===== config.mk =====
export PLATFORM = sky130hd
export DESIGN_NAME = spl_top
export DESIGN_NICKNAME = d
export VERILOG_FILES = /design/src/spl_pkg.sv /design/src/spl_top.sv
export VERILOG_INCLUDE_DIRS = /design/src /design/src/src
export SDC_FILE = /design/constraint.sdc
export NUM_CORES = 2
export LEC_CHECK = 0
export ABC_AREA = 1
export BUFFER_PORTS_ARGS = -buffer_cell sky130_fd_sc_hd__buf_2
export CAP_MARGIN = 20
export CORE_MARGIN = 1
export CORE_UTILIZATION = 40
export CTS_CLUSTER_DIAMETER = 40
export DETAILED_ROUTE_END_ITERATION = 10
export GPL_ROUTABILITY_DRIVEN = 0
export PLACE_DENSITY_LB_ADDON = 0.25
export SLEW_MARGIN = 20
export SYNTH_ARGS = -nofsm -noshare
export SYNTH_HDL_FRONTEND = slang
export SYNTH_SLANG_ARGS = --single-unit
export TNS_END_PERCENT = 1

===== constraint.sdc =====
create_clock -name CLK -period 41.4 [get_ports CLK]
set_input_delay 12.42 -clock CLK [delete_from_list [all_inputs] [get_ports CLK]]
set_output_delay 12.42 -clock CLK [all_outputs]
set_load 0.01 [all_outputs]

===== src/spl_map.svh =====
// Offsets, field positions, reset values and codes of the pixel level block.
// Assumes a word-aligned AHB-Lite register window decoded on address bits 7:0.
`ifndef SPL_MAP_SVH
`define SPL_MAP_SVH

// Register byte offsets
`define SPL_CTRL_OFS     8'h00
`define SPL_RED_OFS      8'h04
`define SPL_GREEN_OFS    8'h08
`define SPL_BLUE_OFS     8'h0C
`define SPL_STAT_OFS     8'h10

// Control field positions
`define SPL_CTRL_EN      0
`define SPL_CTRL_MODE    4
`define SPL_CTRL_SCAN    8

// Table reset values (red and green map code k to 2k+1, blue maps code k to 5k)
`define SPL_RED_RST      32'hFDB97531
`define SPL_GREEN_RST    32'hFDB97531
`define SPL_BLUE_RST     16'hFA50

// Pixel mode codes
`define SPL_MODE_MONO    3'h0
`define SPL_MODE_GRAY4   3'h1
`define SPL_MODE_GRAY16  3'h2
`define SPL_MODE_C256    3'h3
`define SPL_MODE_C4096   3'h4

// Display type codes
`define SPL_SCAN_DUAL4   2'h0
`define SPL_SCAN_SINGLE4 2'h1
`define SPL_SCAN_SINGLE8 2'h2

// Input queue shape
`define SPL_FIFO_W       32
`define SPL_FIFO_D       32

`endif


===== src/spl_pkg.sv =====
// Types of the pixel level block: engine states, bus carrier, core state.
// Assumes the constants of spl_map.svh are used alongside.
package spl_pkg;

    // Engine states, one-hot
    typedef enum logic [2:0] {
        S_LOAD  = 3'b001,
        S_LOAD2 = 3'b010,
        S_SHIFT = 3'b100
    } spl_st_t;

    // AHB-Lite request from the master
    typedef struct packed {
        logic        hsel;
        logic [31:0] haddr;
        logic [1:0]  htrans;
        logic        hwrite;
        logic [2:0]  hsize;
        logic        hready;
        logic [31:0] hwdata;
    } spl_ahb_req_t;

    // Whole state of the core
    typedef struct packed {
        spl_st_t     st;
        logic [31:0] wu;
        logic [31:0] wl;
        logic [4:0]  pix;
        logic [1:0]  comp;
        logic [7:0]  acc;
        logic [3:0]  cnt;
        logic [7:0]  vd;
        logic        vdv;
        logic [7:0]  frame;
        logic [7:0]  line;
        logic [7:0]  col;
        logic        en;
        logic [2:0]  mode;
        logic [1:0]  scan;
        logic [31:0] red;
        logic [31:0] green;
        logic [15:0] blue;
        logic        wpend;
        logic [7:0]  waddr;
        logic [31:0] hrdata;
        logic        hrdy;
        logic        hresp;
    } spl_core_t;

endpackage


===== src/spl_top.sv =====
// STN pixel level path: queue, table lookup, frame duty dither, panel shifter.
// Assumes one AHB-Lite master, frame and line pulses on CLK from the timing
// generator, and a panel side that takes a beat when VD_READY is high.
`timescale 1ns/1ps
`include "spl_map.svh"

// Word queue with registered ready toward the source
module spl_fifo #(
    parameter int W = 32,
    parameter int D = 32
) (
    input  wire logic                  clk,
    input  wire logic                  rst_n,
    // Filling side
    input  wire logic                  in_valid,
    input  wire logic [W-1:0]          in_data,
    output logic                       in_ready,
    // Draining side
    output logic                       out_valid,
    output logic [W-1:0]               out_data,
    input  wire logic                  out_ready,
    // Fill level
    output logic [$clog2(D+1)-1:0]     level
);
    localparam int AW = $clog2(D);
    localparam int CW = $clog2(D+1);

    typedef struct packed {
        logic [D-1:0][W-1:0] mem;   // Storage
        logic [AW-1:0]       wp;    // Write pointer
        logic [AW-1:0]       rp;    // Read pointer
        logic [CW-1:0]       cnt;   // Words held
        logic                rdy;   // Not full
    } spl_fst_t;

    localparam spl_fst_t FRST = '{mem: '0, wp: '0, rp: '0, cnt: '0, rdy: 1'b1};

    spl_fst_t q;
    spl_fst_t d;
    logic     push;
    logic     pop;

    // Push, pop and count
    always_comb begin
        push = in_valid && q.rdy;
        pop  = (q.cnt != '0) && out_ready;
        d    = q;
        if (push) begin
            d.mem[q.wp] = in_data;
            d.wp        = q.wp + AW'(1);
        end
        if (pop) begin
            d.rp = q.rp + AW'(1);
        end
        d.cnt = q.cnt + CW'(push) - CW'(pop);
        d.rdy = (d.cnt != CW'(D));
    end

    // State register
    always_ff @(posedge clk or negedge rst_n) begin
        if (!rst_n) begin
            q <= FRST;
        end else begin
            q <= d;
        end
    end

    assign in_ready  = q.rdy;
    assign out_valid = (q.cnt != '0);
    assign out_data  = q.mem[q.rp];
    assign level     = q.cnt;
endmodule // spl_fifo

// Notes on behaviour
// RL1: 4-level gray code n picks blue nibble n
// RL2: 16-level gray uses pixel value directly
// RL3: 256-color splits pixel into 3/3/2 codes
// RL4: red and green codes pick 32-bit table nibbles
// RL5: blue code picks 16-bit blue table nibble
// RL6: 4096-color uses 4/4/4 levels, no tables
// RL7: non-mono levels go through dithered duty modulation
// RL8: level sets fraction of lit frames, table
// RL9: dual scan drives both halves, nibble each
// RL10: single 4-bit uses lower lines, upper zero
// RL11: single 8-bit uses all eight lines
// RL12: color shifts R, G, B consecutively
// RL13: 4096-color keeps stored component order
// RL14: monochrome serializes raw bits, no processing
// RL15: frame counter plus position gives dither phase
module spl_top
    import spl_pkg::*;
(
    // Clock and reset
    input  wire logic                  CLK,
    input  wire logic                  RESETN,
    // AHB-Lite slave
    input  wire spl_pkg::spl_ahb_req_t AHB,
    output logic                       HREADYOUT,
    output logic [31:0]                HRDATA,
    output logic                       HRESP,
    // Pixel words from the fetch side
    input  wire logic                  IN_VALID,
    input  wire logic [31:0]           IN_DATA,
    output logic                       IN_READY,
    // Timing generator pulses
    input  wire logic                  FRAME_START,
    input  wire logic                  LINE_START,
    // Panel data lines
    output logic [7:0]                 VD,
    output logic                       VD_VALID,
    input  wire logic                  VD_READY
);
    import spl_pkg::*;

    localparam spl_core_t CRST = '{st: S_LOAD, red: `SPL_RED_RST,
        green: `SPL_GREEN_RST, blue: `SPL_BLUE_RST, hrdy: 1'b1, default: '0};

    spl_core_t   q;          // Current state
    spl_core_t   d;          // Next state
    logic        f_valid;    // Queue has a word
    logic [31:0] f_data;     // Queue head
    logic        f_ready;    // Engine takes a word
    logic [5:0]  f_level;    // Queue fill
    logic        pop;        // Word taken this cycle
    logic        sel;        // Bus transfer accepted
    logic        adv;        // Shifter moves this cycle
    logic [7:0]  ph;         // Dither phase
    logic [3:0]  lv_u;       // Upper level
    logic [3:0]  lv_l;       // Lower level
    logic [31:0] msh_u;      // Mono shifted upper
    logic [31:0] msh_l;      // Mono shifted lower
    logic        dot_u;      // Upper dot
    logic        dot_l;      // Lower dot
    logic [3:0]  wmax;       // Dots per beat
    logic [4:0]  last_pix;   // Last pixel of a word
    logic [1:0]  last_comp;  // Last component of a pixel

    // Input queue
    spl_fifo #(.W(`SPL_FIFO_W), .D(`SPL_FIFO_D)) u_fifo (
        .clk       (CLK),
        .rst_n     (RESETN),
        .in_valid  (IN_VALID),
        .in_data   (IN_DATA),
        .in_ready  (IN_READY),
        .out_valid (f_valid),
        .out_data  (f_data),
        .out_ready (f_ready),
        .level     (f_level)
    );

    // Duty fraction per level, spread over the phase
    function automatic logic frc_dot(input logic [3:0] lv, input logic [7:0] p);
        logic [2:0] num;
        logic [2:0] den;
        logic [7:0] r;
        logic [7:0] m;
        num = 3'h0;
        den = 3'h1;
        unique case (lv)
            4'hF: {num, den} = {3'h1, 3'h1};
            4'hE: {num, den} = {3'h6, 3'h7};
            4'hD: {num, den} = {3'h4, 3'h5};
            4'hC: {num, den} = {3'h3, 3'h4};
            4'hB: {num, den} = {3'h5, 3'h7};
            4'hA: {num, den} = {3'h2, 3'h3};
            4'h9: {num, den} = {3'h3, 3'h5};
            4'h8: {num, den} = {3'h4, 3'h7};
            4'h7: {num, den} = {3'h1, 3'h2};
            4'h6: {num, den} = {3'h3, 3'h7};
            4'h5: {num, den} = {3'h2, 3'h5};
            4'h4: {num, den} = {3'h1, 3'h3};
            4'h3: {num, den} = {3'h1, 3'h4};
            4'h2: {num, den} = {3'h1, 3'h5};
            4'h1: {num, den} = {3'h1, 3'h7};
            4'h0: {num, den} = {3'h0, 3'h1};
        endcase
        r = p % {5'h0, den};
        m = 8'((r * {5'h0, num}) % {5'h0, den});
        return m < {5'h0, num}; // RL8
    endfunction

    // Level of one component of one pixel of a word
    function automatic logic [3:0] lvl_of(input logic [31:0] w, input logic [4:0] p,
                                          input logic [1:0] c);
        logic [31:0] s;
        logic [7:0]  b;
        logic [11:0] x;
        s = '0;
        b = '0;
        x = '0;
        lvl_of = 4'h0;
        case (q.mode)
            `SPL_MODE_GRAY4: begin
                s = w << {p, 1'b0};
                lvl_of = q.blue[{s[31:30], 2'h0} +: 4]; // RL1
            end
            `SPL_MODE_GRAY16: begin
                s = w << {p, 2'h0};
                lvl_of = s[31:28]; // RL2
            end
            `SPL_MODE_C256: begin
                s = w << {p, 3'h0};
                b = s[31:24]; // RL3
                unique case (c)
                    2'h0: lvl_of = q.red[{b[7:5], 2'h0} +: 4]; // RL4
                    2'h1: lvl_of = q.green[{b[4:2], 2'h0} +: 4]; // RL4
                    default: lvl_of = q.blue[{b[1:0], 2'h0} +: 4]; // RL5
                endcase
            end
            `SPL_MODE_C4096: begin
                x = p[0] ? w[11:0] : w[27:16]; // RL6
                x = x << {c, 2'h0}; // RL13
                lvl_of = x[11:8];
            end
            default: lvl_of = 4'h0;
        endcase
    endfunction

    // Per-dot helpers
    assign ph    = q.frame + q.line + q.col; // RL15
    assign lv_u  = lvl_of(q.wu, q.pix, q.comp);
    assign lv_l  = lvl_of(q.wl, q.pix, q.comp);
    assign msh_u = q.wu << q.pix;
    assign msh_l = q.wl << q.pix;
    assign dot_u = (q.mode == `SPL_MODE_MONO) ? msh_u[31] : frc_dot(lv_u, ph); // RL7 RL14
    assign dot_l = (q.mode == `SPL_MODE_MONO) ? msh_l[31] : frc_dot(lv_l, ph); // RL7 RL14
    assign wmax  = (q.scan == `SPL_SCAN_SINGLE8) ? 4'h8 : 4'h4;
    assign last_comp = (q.mode == `SPL_MODE_C256 || q.mode == `SPL_MODE_C4096) ? 2'h2 : 2'h0;
    assign f_ready = q.en && (q.st != S_SHIFT);
    assign pop   = f_valid && f_ready;
    assign adv   = q.en && (q.st == S_SHIFT) && (!q.vdv || VD_READY);
    assign sel   = AHB.hsel && AHB.hready && AHB.htrans[1];

    // Pixels per word
    always_comb begin
        case (q.mode)
            `SPL_MODE_GRAY4:  last_pix = 5'h0F;
            `SPL_MODE_GRAY16: last_pix = 5'h07;
            `SPL_MODE_C256:   last_pix = 5'h03;
            `SPL_MODE_C4096:  last_pix = 5'h01;
            default:          last_pix = 5'h1F;
        endcase
    end

    // Next state: bus, counters, engine
    always_comb begin
        d = q;
        d.hrdy  = 1'b1;
        d.hresp = 1'b0;
        // Write data phase
        if (q.wpend) begin
            case (q.waddr)
                `SPL_CTRL_OFS: begin
                    d.en   = AHB.hwdata[`SPL_CTRL_EN];
                    d.mode = AHB.hwdata[`SPL_CTRL_MODE +: 3];
                    d.scan = AHB.hwdata[`SPL_CTRL_SCAN +: 2];
                end
                `SPL_RED_OFS:   d.red   = AHB.hwdata;
                `SPL_GREEN_OFS: d.green = AHB.hwdata;
                `SPL_BLUE_OFS:  d.blue  = AHB.hwdata[15:0];
                default: ;
            endcase
        end
        // Address phase
        d.wpend  = sel && AHB.hwrite;
        d.waddr  = AHB.haddr[7:0];
        d.hrdata = 32'h0;
        if (sel && !AHB.hwrite) begin
            case (AHB.haddr[7:0])
                `SPL_CTRL_OFS:  d.hrdata = {22'h0, d.scan, 1'b0, d.mode, 3'h0, d.en};
                `SPL_RED_OFS:   d.hrdata = d.red;
                `SPL_GREEN_OFS: d.hrdata = d.green;
                `SPL_BLUE_OFS:  d.hrdata = {16'h0, d.blue};
                `SPL_STAT_OFS:  d.hrdata = {17'h0, q.vdv, f_level, q.frame};
                default:        d.hrdata = 32'h0;
            endcase
        end
        // Beat handed to the panel
        if (q.vdv && VD_READY) begin
            d.vdv = 1'b0;
        end
        // Frame and line sequence
        if (LINE_START) begin
            d.line = q.line + 8'h01; // RL15
        end
        if (FRAME_START) begin
            d.frame = q.frame + 8'h01; // RL15
            d.line  = 8'h00;
        end
        // Engine
        unique case (q.st)
            S_LOAD: begin
                if (pop) begin
                    d.wu   = f_data;
                    d.pix  = 5'h00;
                    d.comp = 2'h0;
                    d.st   = (q.scan == `SPL_SCAN_DUAL4) ? S_LOAD2 : S_SHIFT; // RL9
                end
            end
            S_LOAD2: begin
                if (pop) begin
                    d.wl = f_data;
                    d.st = S_SHIFT;
                end
            end
            S_SHIFT: begin
                if (adv) begin
                    // Place dots on the lines
                    case (q.scan)
                        `SPL_SCAN_DUAL4:   d.acc = {q.acc[6:4], dot_u, q.acc[2:0], dot_l}; // RL9
                        `SPL_SCAN_SINGLE4: d.acc = {4'h0, q.acc[2:0], dot_u}; // RL10
                        default:           d.acc = {q.acc[6:0], dot_u}; // RL11
                    endcase
                    d.cnt = q.cnt + 4'h1;
                    if (d.cnt == wmax) begin
                        d.vd  = d.acc;
                        d.vdv = 1'b1;
                        d.cnt = 4'h0;
                    end
                    // Step component, then pixel
                    if (q.comp == last_comp) begin
                        d.comp = 2'h0;
                        d.pix  = q.pix + 5'h01;
                        d.col  = q.col + 8'h01;
                        if (q.pix == last_pix) begin
                            d.st = S_LOAD;
                        end
                    end else begin
                        d.comp = q.comp + 2'h1; // RL12
                    end
                end
            end
            default: d.st = S_LOAD;
        endcase
        // New line restarts the column
        if (LINE_START) begin
            d.col = 8'h00;
        end
        // Disabled: park, drop partial beat
        if (!q.en) begin
            d.st  = S_LOAD;
            d.cnt = 4'h0;
        end
    end

    // State register
    always_ff @(posedge CLK or negedge RESETN) begin
        if (!RESETN) begin
            q <= CRST;
        end else begin
            q <= d;
        end
    end

    // Outputs straight from state
    assign HREADYOUT = q.hrdy;
    assign HRDATA    = q.hrdata;
    assign HRESP     = q.hresp;
    assign VD        = q.vd;
    assign VD_VALID  = q.vdv;
endmodule // spl_top


==> results.cfg <==
[timing]
fmax_mhz = 35.95
slew_violations = 0
setup_viol = 0
skew_ps = 47.35
hold_violations = 0
finalCritPeriodShare_pct = 67.19
worst_pin_slew_ps = 1258
finalSetupTns_ps = 0
relSlewSlack_pct = 15.22
rsz0062_at_grt = false
period_needed_ps = 27810
layout_setup_ws_ps = 13590

[cells_and_area]
syn2layout_area_growth_pct = 12.00
nets = 8855
final_cell_mix = 1,816 x nand2_1, 1,624 x o21ai_0, 1,230 x dfrtp_1, 714 x inv_1, 696 x nor2_1
layout-drive-gt1-share_pct = 10.14
final_cell_area_um2 = 77090
layout_commonest_cell = nand2_1
fillers = 16743
final_cells = 10961

[cts]
worstSkewPairLatency_ps = 820
cts-root-buf = clkbuf_16
clkSlewWorstSetupHoldPaths_ps = 60
cts_max_level = 4
tritoncts = built
clkSinkCount = 1286
ctsHoldBuffers = 0
postCtsSetupBuffers = 0
clock_path_buffers = 3
cts.repair.resized = 0
numCtsBuffers = 186

[global_routing]
grt_max_degree = 171
grt_pass1_vias = 57288
grt_pass1_wl_mm = 338.9
antenna_found_initial = 14
track_usage_pct = 24.87
overflow = 0

[routing]
drt_iter0_drc = 6233
drcViolationCount = 0
ant_nets = 0
wl_mm = 219.0
viasPerCell = 5.547
vias = 60805
firstDrtPassIters = 9
wl_per_cell_um = 19.98

[synthesis]
synth_nets = 9079
ys_seq_area_share_pct = 46.85
yosys_warnings = 0
synth_top_cell_area_share_pct = 44.94
ys.flop_type = dfrtp_1
syn_area_um2 = 68830
syn_area_per_cell_um2 = 7.821
synth.ff_latch_count = 1286
synthTopCellsByArea = dfrtp_1 45%, o21ai_0 12%, nand2_1 10%
synthDistinctLibCells = 74
synthCells = 8801
synth_largest_area_cell = dfrtp_1
async_flop_share_pct = 100.0
synth_edf_count = 0

[worst_setup_path]
slowest_delay_ps = 730
crit_fanout = 75
critPathKind = reg -> reg
endpoint_kind = register
cp-start-kind = register
cp.required_ps = 42150
reg2reg_from = q[176]
reg2reg_depth = 163
critPathSlowestCell = o311ai_0
cpMostUsedCell = nand2_1
crit_arrival_ps = 28570
startpoint = q[176]
r2r_slack_ps = 13590

[status]
status = complete, no violations

[place]
placed_area_um2 = 70390
dp_hpwl_mm = 130.8
place_inst = 10605
pre_cts_slack_ps = 13980
port_buffers = 123

[die]
num_rows = 151
die_h_um = 416.8
io_pins = 154
core_um2 = 170000
die_x_um = 416.8
floorplan.die_area_um2 = 173700
start_util_pct = 40.48

[hold_path]
min_from = VD[1]
hold_class = reg -> reg
holdPathStages = 2

[run]
max_cap_viol_count = 0
## flip-flops by register name, indices dropped and copies added (netlist names)
name / count
u_fifo.in_ready: 1
HRDATA: 32
VD: 8
VD_VALID: 1
u_fifo.q: 1034
u_fifo.level: 6
q: 204
## synthesized netlist by cell type (16+ instances only)
| cell | n |
|---|---|
| o21ai_0 | 1625 |
| nor2_1 | 710 |
| nand2_4 | 16 |
| clkbuf_1 | 514 |
| ha_1 | 143 |
| nand3_1 | 464 |
| inv_1 | 717 |
| nand3_2 | 48 |
| dfstp_2 | 50 |
| nand2_2 | 65 |
| xnor2_1 | 16 |
| o22ai_1 | 123 |
| a21oi_1 | 547 |
| nor2_2 | 22 |
| o221ai_1 | 23 |
| buf_1 | 31 |
| nand2_1 | 1838 |
| dfrtp_1 | 1236 |
| inv_2 | 27 |
| nor3_1 | 37 |
| fa_1 | 25 |
| nand4_1 | 84 |
| o211ai_1 | 115 |
| buf_4 | 50 |
| xor2_1 | 53 |
| a31oi_1 | 18 |
## final timing paths
path / endpoint
worst max register to register: q[166]
worst min register to register: VD[1]
worst max-delay path: q[166]
worst min-delay path: VD[1]
min in group asynchronous: HRDATA[26]
max in group asynchronous: u_fifo.q[106]
## critical path, delay by kind of cell (launching register included)
kind / cells / cell delay [ps]
flip-flops: 1 / 340
AO/OA/AOI/OAI: 37 / 6990
AND/OR/NAND/NOR: 74 / 10600
buffers and inverters: 33 / 3750
adder cells (fa/ha/maj): 19 / 6080
## layout make-up
cell class / count / area, µm² / share of cell area [%]
inverters: 758 / 2889 / 3.748
diodes: 5 / 12.51 / 0.01623
well taps: 2218 / 2775 / 3.600
repair buffers: 217 / 1439 / 1.867
clock inverters: 122 / 1600 / 2.076
flip-flops and latches: 1286 / 32260 / 41.85
clock buffers: 227 / 5030 / 6.525
multi-input cells: 6128 / 31080 / 40.32
## cells by family (layout without fill, tap and decap cells)
family	Yosys count	count (layout)	share of synthesized area (%)
other	2	7	0.01091
and+or+nand+nor	3342	3342	20.93
DFF	1286	1286	46.85
adders and majority gates	168	168	3.327
buffers and inverters	1387	1324	8.239
xor gates and xnor gates	69	69	0.8780
muxes	5	5	0.08180
AOI/OAI and AO/OA	2542	2542	19.69
## layer usage
layer | vias to the layer above | global-route usage [%] | wire [µm]
met3 | 422 | 3.520 | 15650
li1 | 28738 | - | -
met5 | - | 0 | 0
met2 | 2337 | 39.79 | 100200
met1 | 29308 | 34.37 | 96150
met4 | 0 | 8.780 | 7025
## metrics by stage
step           hold slack [ps]  utilization, %
2_1_floorplan            435.6               -
3_3_place_gp             453.8           41.40
3_5_place_dp             460.7           41.40
4_1_cts                  475.6           45.30
5_1_grt                  491.7           45.33
6_report                 472.1           45.34
Power is not shown: default switching activity piles up to over one toggle a cycle in this logic, so the estimate is an artifact.
